$ cat config.mk
export PLATFORM = sky130hd
export DESIGN_NAME = async_serial_tx_rx_core
export DESIGN_NICKNAME = d
export VERILOG_FILES = /design/src/async_serial_pkg.sv /design/src/async_serial_tx_rx_core.sv
export SDC_FILE = /design/constraint.sdc
export NUM_CORES = 1
export LEC_CHECK = 0
export BUFFER_PORTS_ARGS = -buffer_cell sky130_fd_sc_hd__buf_2
export CAP_MARGIN = 15
export CORE_UTILIZATION = 45
export DETAILED_ROUTE_END_ITERATION = 10
export GPL_ROUTABILITY_DRIVEN = 0
export GPL_TIMING_DRIVEN = 0
export HOLD_SLACK_MARGIN = 0.03
export PLACE_DENSITY_LB_ADDON = 0.05
export SYNTH_ARGS = -nofsm -noshare
export SYNTH_HDL_FRONTEND = slang
export SYNTH_SLANG_ARGS = --single-unit
$ cat constraint.sdc
create_clock -name clk_sys_in -period 4.2 [get_ports clk_sys_in]
set_clock_uncertainty 0.05 [all_clocks]
set_input_delay 1.05 -clock clk_sys_in [delete_from_list [all_inputs] [get_ports clk_sys_in]]
set_output_delay 1.05 -clock clk_sys_in [all_outputs]
set_load 0.1 [all_outputs]
$ cat src/async_serial_pkg.sv
package async_serial_pkg;
    // register addresses on the plain port
    localparam logic [2:0] ADDR_MODE = 3'h0;
    localparam logic [2:0] ADDR_STATUS = 3'h1;
    localparam logic [2:0] ADDR_BAUD = 3'h2;
    localparam logic [2:0] ADDR_TX_DATA = 3'h3;
    localparam logic [2:0] ADDR_RX_DATA = 3'h4;
    // mode_control_reg fields
    localparam int MODE_ENABLE_BIT = 15;
    localparam int MODE_LOOPBACK_BIT = 6;
    localparam int MODE_DATA_PARITY_SELECT_LSB = 1;
    localparam int MODE_STOP_BIT = 0;
    localparam logic [15:0] MODE_RESET = 16'h0000;
    localparam logic [15:0] MODE_WMASK = 16'h8047;
    // status_control_reg fields
    localparam int STA_TX_IRQ_SEL_BIT = 15;
    localparam int STA_TX_BREAK_BIT = 11;
    localparam int STA_TX_ENABLE_BIT = 10;
    localparam int STA_TX_FULL_BIT = 9;
    localparam int STA_TX_EMPTY_BIT = 8;
    localparam int STA_RX_IRQ_SEL_LSB = 6;
    localparam int STA_ADDR_DET_BIT = 5;
    localparam int STA_RX_IDLE_BIT = 4;
    localparam int STA_PARITY_ERROR_FLAG_BIT = 3;
    localparam int STA_FRAMING_ERROR_FLAG_BIT = 2;
    localparam int STA_OVERRUN_BIT = 1;
    localparam int STA_RX_AVAIL_BIT = 0;
    localparam logic [15:0] BAUD_RESET = 16'h0000;
    // data/parity select encodings
    localparam logic [1:0] PD_8N = 2'h0;
    localparam logic [1:0] PD_8E = 2'h1;
    localparam logic [1:0] PD_8O = 2'h2;
    localparam logic [1:0] PD_9N = 2'h3;
    // receive interrupt select encodings
    localparam logic [1:0] RXIS_THREE = 2'h2;
    localparam logic [1:0] RXIS_FULL = 2'h3;
    // timing
    localparam int OVERSAMPLE = 16;
    localparam logic [3:0] SUB_LAST = 4'hF;
    localparam logic [3:0] SUB_MID = 4'h7;
    localparam int FIFO_DEPTH_DEF = 4;
    localparam int FRAME_MAX = 12;
endpackage

$ cat src/async_serial_tx_rx_core.sv
// The implementer's own choices: strobed register access and the placing of the registers.
`timescale 1ns/1ns
// Behaviour
// - free shifter loads written byte at once
// - enabling transmit starts pending data immediately
// - four-deep nine-bit transmit fifo, full flag
// - write to full transmit fifo discarded
// - fifos emptied only by reset or module disable
// - transmit irq on load, select-dependent
// - break bit forces transmit line low
// - break sends no transmit irq
// - data read pops fifo, updates error flags
// - four-word receive fifo, data available flag
// - receive irq on push by fill level
// - overrun when fifo and shifter full
// - overrun halts receiver until software clear
// - framing error on zero stop bit
// - parity error in parity modes only
// - idle flag low during a character
// - long break stores zero word, waits high
// - with address detect on in nine-bit mode, address words always raise receive irq
// - loopback feeds transmitter into receiver
// - data/parity and stop bit selection
// - baud divisor sixteen times divisor plus one
// - module disable flushes and aborts
module async_serial_tx_rx_core
    import async_serial_pkg::*;
#(
    parameter int FIFO_DEPTH = FIFO_DEPTH_DEF
) (
    input wire logic clk_sys_in,
    input wire logic rst_n_in,
    input wire logic ce_in,
    input wire logic [2:0] addr_in,
    input wire logic [15:0] wdata_in,
    input wire logic wr_in,
    input wire logic rd_in,
    output logic [15:0] rdata_out,
    input wire logic rx_pin_in,
    output logic tx_pin_out,
    output logic tx_pin_oe_out,
    output logic tx_irq_out,
    output logic rx_irq_out
);
    localparam int PW = $clog2(FIFO_DEPTH);
    localparam int CW = PW + 1;
    localparam logic [CW-1:0] DEPTH_C = CW'(FIFO_DEPTH);
    localparam logic [CW-1:0] THREE_C = CW'(3);

    typedef enum logic [2:0] {RX_IDLE, RX_START, RX_DATA, RX_HOLD, RX_WAIT_HIGH} rx_state_e;

    // frame length after the start bit
    function automatic logic [3:0] frame_bits(input logic [1:0] pd, input logic two_stop);
        frame_bits = 4'd9 + ((pd != PD_8N) ? 4'd1 : 4'd0) + (two_stop ? 4'd1 : 4'd0);
    endfunction

    function automatic logic parity_of(input logic [7:0] d, input logic [1:0] pd);
        parity_of = (^d) ^ (pd == PD_8O);
    endfunction

    logic [15:0] mode_q, baud_q, baud_cnt_q;
    logic tx_irq_sel_q, tx_break_q, tx_enable_q, addr_det_q, overrun_q;
    logic [1:0] rx_irq_sel_q;
    logic [15:0] rdata_q;
    logic [8:0] rx_last_q;
    logic [8:0] tx_mem_q [FIFO_DEPTH];
    logic [PW-1:0] tx_wp_q, tx_rp_q;
    logic [CW-1:0] tx_cnt_q;
    logic [FRAME_MAX-1:0] tx_sh_q;
    logic [3:0] tx_left_q, tx_sub_q;
    logic tx_busy_q, tx_irq_q;
    logic [10:0] rx_mem_q [FIFO_DEPTH];
    logic [PW-1:0] rx_wp_q, rx_rp_q;
    logic [CW-1:0] rx_cnt_q;
    logic [10:0] rx_sh_q;
    logic [3:0] rx_left_q, rx_sub_q;
    logic [10:0] rx_word_q;
    logic rx_sync1_q, rx_sync2_q, rx_prev_q, rx_irq_q;
    rx_state_e rx_state_q;

    wire enable_w = mode_q[MODE_ENABLE_BIT];
    wire loopback_w = mode_q[MODE_LOOPBACK_BIT];
    wire [1:0] data_parity_select_w = mode_q[MODE_DATA_PARITY_SELECT_LSB +: 2];
    wire two_stop_w = mode_q[MODE_STOP_BIT];
    wire nine_w = (data_parity_select_w == PD_9N);
    wire par_en_w = (data_parity_select_w == PD_8E) || (data_parity_select_w == PD_8O);
    wire [3:0] nbits_w = frame_bits(data_parity_select_w, two_stop_w);

    wire wr_mode_w = wr_in && (addr_in == ADDR_MODE);
    wire wr_sta_w = wr_in && (addr_in == ADDR_STATUS);
    wire wr_baud_w = wr_in && (addr_in == ADDR_BAUD);
    wire wr_tx_w = wr_in && (addr_in == ADDR_TX_DATA);
    wire rd_rx_w = rd_in && (addr_in == ADDR_RX_DATA);

    // baud tick every divisor plus one
    wire tick_w = enable_w && (baud_cnt_q == baud_q);

    wire tx_full_w = (tx_cnt_q == DEPTH_C);
    wire tx_empty_w = (tx_cnt_q == '0);
    wire tx_push_w = wr_tx_w && enable_w && !tx_full_w;
    wire tx_load_w = enable_w && tx_enable_q && !tx_break_q && !tx_busy_q && !tx_empty_w;
    wire [8:0] tx_head_w = tx_mem_q[tx_rp_q];
    wire tx_ninth_w = nine_w ? tx_head_w[8] : (par_en_w ? parity_of(tx_head_w[7:0], data_parity_select_w) : 1'b1);
    wire [FRAME_MAX-1:0] tx_frame_w = {2'b11, tx_ninth_w, tx_head_w[7:0], 1'b0};
    wire [CW-1:0] tx_cnt_next_w = tx_cnt_q + CW'(tx_push_w) - CW'(tx_load_w);
    wire tx_irq_set_w = tx_load_w && (!tx_irq_sel_q || tx_cnt_next_w == '0);
    wire tx_line_w = tx_busy_q ? tx_sh_q[0] : 1'b1;

    wire tx_pin_w = tx_break_q ? 1'b0 : tx_line_w;
    wire rx_line_w = loopback_w ? tx_pin_w : rx_sync2_q;

    wire rx_empty_w = (rx_cnt_q == '0);
    wire rx_full_w = (rx_cnt_q == DEPTH_C);
    wire rx_pop_w = rd_rx_w && enable_w && !rx_empty_w;
    wire [10:0] rx_head_w = rx_mem_q[rx_rp_q];

    // received frame aligned to bit 0
    // last sample joins the frame here
    wire [10:0] rx_sh_next_w = {rx_line_w, rx_sh_q[10:1]};
    wire [10:0] rx_frame_w = rx_sh_next_w >> (4'd11 - nbits_w);
    wire [3:0] stop_idx_w = nine_w || par_en_w ? 4'd9 : 4'd8;
    wire stop1_w = rx_frame_w[stop_idx_w];
    wire stop2_w = two_stop_w ? rx_frame_w[stop_idx_w + 4'd1] : 1'b1;
    wire framing_error_flag_w = !(stop1_w && stop2_w);
    wire parity_error_flag_w = par_en_w && (rx_frame_w[8] != parity_of(rx_frame_w[7:0], data_parity_select_w));
    wire rx_b8_w = nine_w ? rx_frame_w[8] : 1'b0;
    wire [10:0] rx_new_w = {parity_error_flag_w, framing_error_flag_w, rx_b8_w, rx_frame_w[7:0]};
    wire rx_break_w = framing_error_flag_w && (rx_frame_w[8:0] == 9'h000);

    wire rx_sample_w = tick_w && (rx_sub_q == SUB_LAST);
    wire rx_done_w = (rx_state_q == RX_DATA) && rx_sample_w && (rx_left_q == 4'd1);
    wire rx_ovf_w = rx_done_w && rx_full_w;
    wire rx_hold_go_w = (rx_state_q == RX_HOLD) && !overrun_q && !rx_full_w;
    wire rx_push_w = (rx_done_w && !rx_full_w) || rx_hold_go_w;
    wire [10:0] rx_push_word_w = rx_done_w ? rx_new_w : rx_word_q;
    wire [CW-1:0] rx_cnt_next_w = rx_cnt_q + CW'(rx_push_w) - CW'(rx_pop_w);
    wire rx_lvl_irq_w = rx_irq_sel_q == RXIS_THREE ? (rx_cnt_next_w == THREE_C) :
                        rx_irq_sel_q == RXIS_FULL ? (rx_cnt_next_w == DEPTH_C) : 1'b1;
    wire rx_irq_set_w = rx_push_w &&
                        ((addr_det_q && nine_w) ? rx_push_word_w[8] : rx_lvl_irq_w);
    wire rx_fall_w = rx_prev_q && !rx_line_w;
    wire rx_idle_w = (rx_state_q == RX_IDLE) || (rx_state_q == RX_WAIT_HIGH);

    wire [15:0] status_w = {tx_irq_sel_q, 3'b000, tx_break_q, tx_enable_q, tx_full_w,
                            !tx_busy_q && tx_empty_w, rx_irq_sel_q, addr_det_q, rx_idle_w,
                            !rx_empty_w && rx_head_w[10], !rx_empty_w && rx_head_w[9],
                            overrun_q, !rx_empty_w};
    wire [15:0] rd_mux_w = addr_in == ADDR_MODE ? mode_q :
                           addr_in == ADDR_STATUS ? status_w :
                           addr_in == ADDR_BAUD ? baud_q :
                           addr_in == ADDR_RX_DATA ? {7'h00, rx_empty_w ? rx_last_q : rx_head_w[8:0]} :
                           16'h0000;

    assign rdata_out = rdata_q;
    assign tx_pin_out = enable_w ? tx_pin_w : 1'b1;
    assign tx_pin_oe_out = enable_w;
    assign tx_irq_out = tx_irq_q;
    assign rx_irq_out = rx_irq_q;

    // register port and control bits
    always_ff @(posedge clk_sys_in or negedge rst_n_in) begin
        if (!rst_n_in) begin
            mode_q <= MODE_RESET;
            baud_q <= BAUD_RESET;
            tx_irq_sel_q <= 1'b0;
            tx_break_q <= 1'b0;
            tx_enable_q <= 1'b0;
            rx_irq_sel_q <= 2'b00;
            addr_det_q <= 1'b0;
            overrun_q <= 1'b0;
            rdata_q <= 16'h0000;
        end else if (ce_in) begin
            if (rd_in) begin
                rdata_q <= rd_mux_w;
            end
            if (wr_mode_w) begin
                mode_q <= wdata_in & MODE_WMASK;
            end
            if (wr_baud_w) begin
                baud_q <= wdata_in;
            end
            if (wr_sta_w) begin
                tx_irq_sel_q <= wdata_in[STA_TX_IRQ_SEL_BIT];
                rx_irq_sel_q <= wdata_in[STA_RX_IRQ_SEL_LSB +: 2];
                addr_det_q <= wdata_in[STA_ADDR_DET_BIT];
                tx_break_q <= enable_w && wdata_in[STA_TX_BREAK_BIT];
                tx_enable_q <= enable_w && wdata_in[STA_TX_ENABLE_BIT];
                if (!wdata_in[STA_OVERRUN_BIT]) begin
                    overrun_q <= 1'b0;
                end
            end
            // set wins over software clear
            if (rx_ovf_w) begin
                overrun_q <= 1'b1;
            end
            if (!enable_w) begin
                tx_break_q <= 1'b0;
                tx_enable_q <= 1'b0;
                overrun_q <= 1'b0;
            end
        end
    end

    // baud counter and receive synchroniser
    always_ff @(posedge clk_sys_in or negedge rst_n_in) begin
        if (!rst_n_in) begin
            baud_cnt_q <= 16'h0000;
            rx_sync1_q <= 1'b1;
            rx_sync2_q <= 1'b1;
            rx_prev_q <= 1'b1;
        end else if (ce_in) begin
            rx_sync1_q <= rx_pin_in;
            rx_sync2_q <= rx_sync1_q;
            rx_prev_q <= rx_line_w;
            if (!enable_w || tick_w) begin
                baud_cnt_q <= 16'h0000;
            end else begin
                baud_cnt_q <= baud_cnt_q + 16'h0001;
            end
        end
    end

    // transmit fifo and shifter
    always_ff @(posedge clk_sys_in or negedge rst_n_in) begin
        if (!rst_n_in) begin
            tx_wp_q <= '0;
            tx_rp_q <= '0;
            tx_cnt_q <= '0;
            tx_sh_q <= '1;
            tx_left_q <= 4'h0;
            tx_sub_q <= 4'h0;
            tx_busy_q <= 1'b0;
            tx_irq_q <= 1'b0;
        end else if (ce_in) begin
            tx_irq_q <= tx_irq_set_w;
            if (!enable_w) begin
                tx_wp_q <= '0;
                tx_rp_q <= '0;
                tx_cnt_q <= '0;
                tx_busy_q <= 1'b0;
                tx_sub_q <= 4'h0;
            end else begin
                if (tx_push_w) begin
                    tx_mem_q[tx_wp_q] <= wdata_in[8:0];
                    tx_wp_q <= tx_wp_q + PW'(1);
                end
                tx_cnt_q <= tx_cnt_next_w;
                if (tx_load_w) begin
                    tx_rp_q <= tx_rp_q + PW'(1);
                    tx_sh_q <= tx_frame_w;
                    tx_left_q <= nbits_w + 4'd1;
                    tx_sub_q <= 4'h0;
                    tx_busy_q <= 1'b1;
                end else if (tx_busy_q && tick_w) begin
                    tx_sub_q <= tx_sub_q + 4'h1;
                    if (tx_sub_q == SUB_LAST) begin
                        tx_sh_q <= {1'b1, tx_sh_q[FRAME_MAX-1:1]};
                        tx_left_q <= tx_left_q - 4'd1;
                        if (tx_left_q == 4'd1) begin
                            tx_busy_q <= 1'b0;
                        end
                    end
                end
            end
        end
    end

    // receive fifo and shifter
    always_ff @(posedge clk_sys_in or negedge rst_n_in) begin
        if (!rst_n_in) begin
            rx_wp_q <= '0;
            rx_rp_q <= '0;
            rx_cnt_q <= '0;
            rx_sh_q <= 11'h000;
            rx_left_q <= 4'h0;
            rx_sub_q <= 4'h0;
            rx_word_q <= 11'h000;
            rx_last_q <= 9'h000;
            rx_irq_q <= 1'b0;
            rx_state_q <= RX_IDLE;
        end else if (ce_in) begin
            rx_irq_q <= enable_w && rx_irq_set_w;
            if (!enable_w) begin
                rx_wp_q <= '0;
                rx_rp_q <= '0;
                rx_cnt_q <= '0;
                rx_sub_q <= 4'h0;
                rx_state_q <= RX_IDLE;
            end else begin
                if (rx_pop_w) begin
                    rx_rp_q <= rx_rp_q + PW'(1);
                    rx_last_q <= rx_head_w[8:0];
                end
                if (rx_push_w) begin
                    rx_mem_q[rx_wp_q] <= rx_push_word_w;
                    rx_wp_q <= rx_wp_q + PW'(1);
                end
                rx_cnt_q <= rx_cnt_next_w;
                if (tick_w) begin
                    rx_sub_q <= rx_sub_q + 4'h1;
                end
                unique case (rx_state_q)
                    RX_IDLE: begin
                        if (rx_fall_w) begin
                            rx_sub_q <= 4'h0;
                            rx_state_q <= RX_START;
                        end
                    end
                    RX_START: begin
                        if (tick_w && rx_sub_q == SUB_MID) begin
                            rx_sub_q <= 4'h0;
                            rx_left_q <= nbits_w;
                            rx_state_q <= rx_line_w ? RX_IDLE : RX_DATA;
                        end
                    end
                    RX_DATA: begin
                        if (rx_sample_w) begin
                            rx_sh_q <= rx_sh_next_w;
                            rx_left_q <= rx_left_q - 4'd1;
                        end
                        if (rx_ovf_w) begin
                            rx_word_q <= rx_new_w;
                            rx_state_q <= RX_HOLD;
                        end else if (rx_done_w) begin
                            rx_state_q <= rx_break_w ? RX_WAIT_HIGH : RX_IDLE;
                        end
                    end
                    RX_HOLD: begin
                        if (rx_hold_go_w) begin
                            rx_state_q <= RX_IDLE;
                        end
                    end
                    RX_WAIT_HIGH: begin
                        if (rx_line_w) begin
                            rx_state_q <= RX_IDLE;
                        end
                    end
                endcase
            end
        end
    end
endmodule

==> results of run 1 <==
[state kept, by name, summed over array words and instances, names as in the netlist, 2 cells and up]
signal	flops
rx_mem_q	44
tx_mem_q	36
baud_cnt_q	16
baud_q	16
rdata_out	16
rx_word_q	11
rx_sh_q	10
tx_sh_q	10
rx_last_q	9
mode_q	5
rx_left_q	4
rx_sub_q	4
tx_left_q	4
tx_sub_q	4
rx_cnt_q	3
rx_state_q	3
tx_cnt_q	3
rx_irq_sel_q	2
rx_rp_q	2
rx_wp_q	2
tx_rp_q	2
tx_wp_q	2
[cell type report]
type,count,area share (%)
Clock buffer,35,5.64
Inverter,36,1.13
Clock inverter,9,0.346
Tap cell,313,3.28
Timing Repair Buffer,44,2.13
Buffer,46,1.66
Sequential cell,219,49.4
Multi-Input combinational cell,597,36.4
[power breakdown]
| part | switching (W) | internal (W) | total (W) | leakage (nW) |
|---|---|---|---|---|
| Clock | 0.000831 | 0.00111 | 0.00194 | 0.346 |
| Sequential | 0.000240 | 0.00251 | 0.00275 | 2.45 |
| Combinational | 0.000998 | 0.000608 | 0.00161 | 1.93 |
| Total | 0.00207 | 0.00422 | 0.00629 | 4.72 |
[tightest hold or removal path: stages, from the launching register on]
cell     delay, ns
dfrtp_1       0.33
nand2_1       0.04
o21ai_0       0.06
[Yosys cell counts (all sizes together) (5+ instances only)]
library cell / n / area [um^2]
edfxtp: 80 / 2400
xor2: 10 / 87.6
a21o: 5 / 37.5
dfstp: 13 / 342
and3: 16 / 100
inv: 36 / 135
nor2: 43 / 164
o21ai: 77 / 385
nand4: 16 / 100
xnor2: 35 / 307
dfrtp: 126 / 3150
buf: 13 / 72.6
a21oi: 20 / 100
mux2i: 18 / 180
mux4: 20 / 450
or3: 5 / 31.3
nand2: 115 / 432
a22o: 7 / 61.3
nand3: 19 / 100
ha: 28 / 350
o2bb2ai: 7 / 61.3
and2: 8 / 50.1
a31oi: 14 / 87.6
clkbuf: 33 / 124
nor3: 11 / 55.1
o22ai: 5 / 31.3
o21a: 6 / 45.0
mux2: 51 / 574
[worst paths after layout]
kind / to
hold / removal: rdata_out[9]
hold reg to reg: rdata_out[9]
setup reg to reg: rx_mem_q[0][10]
min in group asynchronous: tx_left_q[0]
max in group asynchronous: rx_sync1_q
setup / recovery: rx_mem_q[0][10]
[what timing repair did]
action                     4_1_cts  5_1_grt
hold endpoints to repair         0        0
pin swaps                        0        1
gates resized for setup          2        2
setup buffers                    0        2
setup endpoints to repair        4        5
[cells in the final DEF, fill, tap and decap left out, types with 5 or more instances in the layout]
cell / instances
a21oi_1: 20
clkinv_1: 5
nand3_1: 18
xor2_1: 10
o2bb2ai_1: 7
mux2i_1: 18
o22ai_1: 5
ha_1: 28
xnor2_1: 35
nor3_1: 11
and2_1: 8
and3_1: 16
a21o_1: 5
clkbuf_16: 25
or3_1: 5
o21ai_0: 75
dfrtp_1: 126
buf_2: 48
clkbuf_1: 42
mux4_2: 20
edfxtp_1: 80
mux2_2: 51
nor2_1: 42
a31oi_1: 14
a22o_1: 7
inv_1: 36
dfstp_2: 13
nand4_1: 16
nand2_1: 115
o21a_1: 6
[cells by family after synthesis]
family	after synthesis	synth area share [%]
AND/OR/NAND/NOR	257	11.6
AO/OA/AOI/OAI	176	10.7
XOR/XNOR	45	3.73
buffers and inverters	82	3.13
multiplexers	89	11.4
adder cells (fa/ha/maj)	30	3.69
flip-flops	219	55.7
[per-stage QoR]
step	TNS [ns]	power, W	cells	instance area [um^2]	utilization, %
2_1_floorplan	0	0.00393	898	10600	-
3_3_place_gp	-91.18	0.00437	1252	11200	48.9
3_5_place_dp	-1.61	0.00439	1253	11200	49.1
4_1_cts	0	0.00635	1297	11900	52.2
5_1_grt	0	0.00663	1299	11900	52.3
6_report	0	0.00629	1299	11900	52.3
[metal layers]
layer	routed length, um	track usage (%)
met5	0	0
met2	12700	37.6
met3	848	2.48
met1	11900	31.2
met4	541	5.32
==> impl_metrics.env, run 1 <==
export IMPL_grt_total_usage_pct=22.4
export IMPL_cts_clk_slew_worst_paths_ns=0.06
export IMPL_slew_limit_headroom_pct=45.5
export IMPL_via_per_inst=5.50
export IMPL_crit_path_end_kind="flip-flop"
export IMPL_root_buffer="clkbuf_16"
export IMPL_timing_final_crit_share_pct=94.2
export IMPL_grt_pass1_wl_um=41200
export IMPL_r2r_cells=14
export IMPL_synth_distinct_cells=64
export IMPL_yosysWarnings=0
export IMPL_drive_gt1_share_pct=18.3
export IMPL_fp_dieH_um=155
export IMPL_grt_overflow_total=0
export IMPL_crit_top_cell="xnor2_1"
export IMPL_dr_pass1_iters=5
export IMPL_coreArea_um2=22800
export IMPL_synthesis_area_um2=10600
export IMPL_cp_arrival_ns=4.22
export IMPL_drc=0
export IMPL_crit_path_start_kind="flip-flop"
export IMPL_crit_required_ns=4.47
export IMPL_area_growth_pct=12.9
export IMPL_regToRegSetupSlack_ns=0.24
export IMPL_hpwl_um=18400
export IMPL_min_path_type="reg -> reg"
export IMPL_multi_input_area_um2=4350
export IMPL_leakage_nw=4.72
export IMPL_async_flop_share_pct=63.5
export IMPL_period_minus_slack_ns=3.96
export IMPL_status="finished clean"
export IMPL_dp_slack_ns=-0.373
export IMPL_whs_ns=0.427
export IMPL_setup_ws_ns=0.243
export IMPL_wl_um=26000
export IMPL_ant_nets=0
export IMPL_num_fill_cells=2078
export IMPL_h_tree_depth=1
export IMPL_hp_start="rdata_out[9]"
export IMPL_reg2reg_from="mode_q[2]"
export IMPL_path_delay_family="adder cells"
export IMPL_postCtsHoldBufs=0
export IMPL_start_util_pct=46.3
export IMPL_diodes=0
export IMPL_critPathLaunch="mode_q[2]"
export IMPL_min_path_cells=2
export IMPL_clock_latency_ns=0.52
export IMPL_portBuffers=41
export IMPL_path_max_fanout=10
export IMPL_timing_fmax_mhz=253
export IMPL_crit_chain="inv_1 -> ha_1 -> ha_1 -> clkbuf_1 -> buf_2 -> mux2_2 -> a21oi_1 -> ha_1 -> xnor2_1 -> xnor2_1 -> xnor2_1 -> xnor2_1 -> nand2_1 -> o21ai_2"
export IMPL_die_area_um2=24100
export IMPL_vias=7149
export IMPL_drtIter0Drc=368
export IMPL_synth_edf_count=80
export IMPL_synth_avg_cell_area_um2=11.8
export IMPL_grt_pass1_vias=7216
export IMPL_critPathMaxStageDelay_ns=0.46
export IMPL_critPathKind="reg -> reg"
export IMPL_cts_buffers=24
export IMPL_ir_worst_vdd_uv=333
export IMPL_io_pins=45
export IMPL_antenna_found_initial=0
export IMPL_drv_slew=0
export IMPL_crit_cells=14
export IMPL_rsz0062_at_grt="no"
export IMPL_fp_dieW_um=155
export IMPL_nets=1023
export IMPL_setup_viol=0
export IMPL_clock_sink_count=219
export IMPL_max_cap_viol_count=0
export IMPL_slowest_stage="dfrtp_1"
export IMPL_powerDensity_nw_per_um2=527
export IMPL_timing_critical_path_buf_inv=3
export IMPL_worst_slew_pin_slew_ns=0.818
export IMPL_ys_ff_latch=219
export IMPL_synthesis_nets=953
export IMPL_cts_tree="done"
export IMPL_clock_path_buffers=3
export IMPL_yosysSeqAreaShare_pct=55.7
export IMPL_wl_per_cell_um=20.0
export IMPL_grt_start_max_net_pins=82
export IMPL_synthFlopType="dfrtp_1"
export IMPL_regArea_um2=5900
export IMPL_netlist_instances=898
export IMPL_rows=55
export IMPL_hold_viol=0
Power figures use the tool's default switching activity.
==> run 2, diff against run 1 <==
--- a/config.mk
+++ b/config.mk
@@ -7,6 +7,9 @@
 export LEC_CHECK = 0
 export BUFFER_PORTS_ARGS = -buffer_cell sky130_fd_sc_hd__buf_2
 export CAP_MARGIN = 15
+export CELL_PAD_IN_SITES_DETAIL_PLACEMENT = 1
+export CELL_PAD_IN_SITES_GLOBAL_PLACEMENT = 1
+export CORE_MARGIN = 8
 export CORE_UTILIZATION = 45
 export DETAILED_ROUTE_END_ITERATION = 10
 export GPL_ROUTABILITY_DRIVEN = 0
==> run 2 against run 1 <==
Clock-buffer cell count shrank 4. Routed wire length grew 12%. Sequential share of layout area shrank 0.69 points. Sequential power is essentially flat. Critical endpoint is now rx_irq_out. Maximum frequency grew 0.75%. First-iteration DRC count shrank 5.7%. Cell count grew 0.69%. Critical path type is now in -> reg. Register-to-register slack gained 0.11 ns. Clock power grew 17%.
==> impl_metrics.env, run 2 (synthesis results as in run 1) <==
export IMPL_status="finished clean"
export IMPL_setup_tns_ns=0
export IMPL_clock_sink_count=219
export IMPL_setup_viol=0
export IMPL_io_pins=45
export IMPL_mostFrequentLayoutCell="dfrtp_1"
export IMPL_nets=1025
export IMPL_grt_overflow_total=0
export IMPL_setup_ws_ns=0.272
export IMPL_wl_per_cell_um=22.2
export IMPL_crit_path_start_kind="primary input"
export IMPL_p_total_w=0.00669
export IMPL_design_area_um2=12100
export IMPL_crit_path_end_kind="flip-flop"
export IMPL_diodes=0
export IMPL_grt_pass1_vias=8176
export IMPL_reg2reg_from="mode_q[2]"
export IMPL_grt_start_max_net_pins=76
export IMPL_drive_gt1_share_pct=19.3
export IMPL_drv_slew=0
export IMPL_hold_viol=0
export IMPL_drtIter0Drc=347
export IMPL_timing_fmax_mhz=255
export IMPL_start_util_pct=45.5
export IMPL_largest_registers="rx_mem_q: 44 flops, tx_mem_q: 36 flops"
export IMPL_max_cap_viol_count=0
export IMPL_grt_total_usage_pct=20.7
export IMPL_critPathLaunch="addr_in[0]"
export IMPL_ant_nets=0
export IMPL_clock_latency_ns=0.53
export IMPL_timing_final_crit_share_pct=93.5
export IMPL_hp_start="rdata_out[15]"
export IMPL_min_path_type="reg -> reg"
export IMPL_fp_dieW_um=169
export IMPL_dp_slack_ns=-0.342
export IMPL_wl_um=29100
export IMPL_fp_dieH_um=169
export IMPL_area_growth_pct=14.5
export IMPL_powerDensity_nw_per_um2=553
export IMPL_vias=7430
export IMPL_grt_pass1_wl_um=46600
export IMPL_path_max_fanout=9
export IMPL_cts_clk_slew_worst_paths_ns=0.06
export IMPL_clock_path_buffers=3
export IMPL_hpwl_um=21200
export IMPL_cp_arrival_ns=4.30
export IMPL_portBuffers=41
export IMPL_place_inst=1259
export IMPL_root_buffer="clkbuf_16"
export IMPL_cts_tree="done"
export IMPL_h_tree_depth=1
export IMPL_worst_slew_pin_slew_ns=0.827
export IMPL_period_minus_slack_ns=3.93
export IMPL_via_per_inst=5.68
export IMPL_cts_buffers=25
export IMPL_place_area_um2=11200
export IMPL_drc=0
export IMPL_layout_common_cells="dfrtp_1, nand2_1, edfxtp_1"
export IMPL_dr_pass1_iters=5
export IMPL_regMostFlops="rx_mem_q"
export IMPL_coreArea_um2=23300
export IMPL_slew_limit_headroom_pct=44.5
export IMPL_rsz0062_at_grt="no"
export IMPL_antenna_found_initial=0
export IMPL_die_area_um2=28700
export IMPL_ir_worst_vdd_uv=385
export IMPL_crit_required_ns=4.57
export IMPL_critPathKind="in -> reg"
export IMPL_rows=56
export IMPL_largest_register_ffs=44
export IMPL_final_cells=1308
export IMPL_leakage_nw=4.80
[run 2: cell count changes in the layout (fill, tap and decap cells not counted), sizes merged]
| cell | previous run | this run |
|---|---|---|
| bufinv | 0 | 4 |
| clkbuf | 68 | 65 |
| clkinv | 8 | 7 |
| clkinvlp | 1 | 3 |
| inv | 36 | 37 |
[run 2: final cells by class]
| type | instances | area [um^2] |
|---|---|---|
| Clock buffer | 31 | 678 |
| Timing Repair Buffer | 45 | 262 |
| Tap cell | 319 | 399 |
| Multi-Input combinational cell | 597 | 4360 |
| Fill cell | 2469 | 11100 |
| Inverter | 36 | 135 |
| Buffer | 46 | 200 |
| Clock inverter | 15 | 183 |
| Sequential cell | 219 | 5900 |
[run 2: metrics by stage]
step / utilization [%] / hold WS [ns]
after floorplan: - / 0.399
after global placement: 48.1 / 0.413
after detailed placement: 48.2 / 0.419
after CTS: 51.9 / 0.432
after global routing: 52.1 / 0.460
final: 52.1 / 0.426
[run 2: routing by layer]
| layer | GRT usage (%) | vias up | wire (um) |
|---|---|---|---|
| li1 | - | 3407 | - |
| met1 | 25.6 | 3838 | 12300 |
| met2 | 36.9 | 127 | 14900 |
| met3 | 3.02 | 58 | 967 |
| met4 | 6.85 | 0 | 952 |
| met5 | 0 | - | 0 |
[run 2: worst paths after layout]
check                      slack [ns]  depth (start not counted)         endpoint
setup / recovery                 0.27                         15       rx_irq_out
hold / removal                   0.43                          2    rdata_out[15]
setup reg to reg                 0.35                         14  rx_mem_q[0][10]
hold reg to reg                  0.43                          2    rdata_out[15]
max in group asynchronous        2.76                          2        rx_prev_q
min in group asynchronous        0.53                          1      tx_sub_q[0]
[run 2: worst max-delay path: stages]
cell	delay [ns]
clkbuf_1	0.17
or2_2	0.38
nor2_1	0.40
nand4_1	0.24
inv_1	0.21
xnor2_1	0.17
ha_1	0.20
inv_1	0.05
fa_1	0.38
xnor2_1	0.26
xor2_1	0.23
o31a_1	0.16
nand3_1	0.08
o21a_1	0.11
a22o_1	0.19
[run 2: what timing repair did]
item | CTS | global route
pin swaps | 0 | 1
buffers inserted | 0 | 3
endpoints found under the hold margin | 0 | 0
resized for setup | 2 | 4
endpoints found under the setup margin | 4 | 5
cloned | 0 | 0
hold buffers | 0 | 0
[run 2: report_power, final]
| part | internal, W | switching, W | total [W] |
|---|---|---|---|
| Combinational | 0.000619 | 0.00104 | 0.00166 |
| Clock | 0.00139 | 0.000882 | 0.00227 |
| Sequential | 0.00251 | 0.000251 | 0.00276 |
| Total | 0.00452 | 0.00218 | 0.00669 |
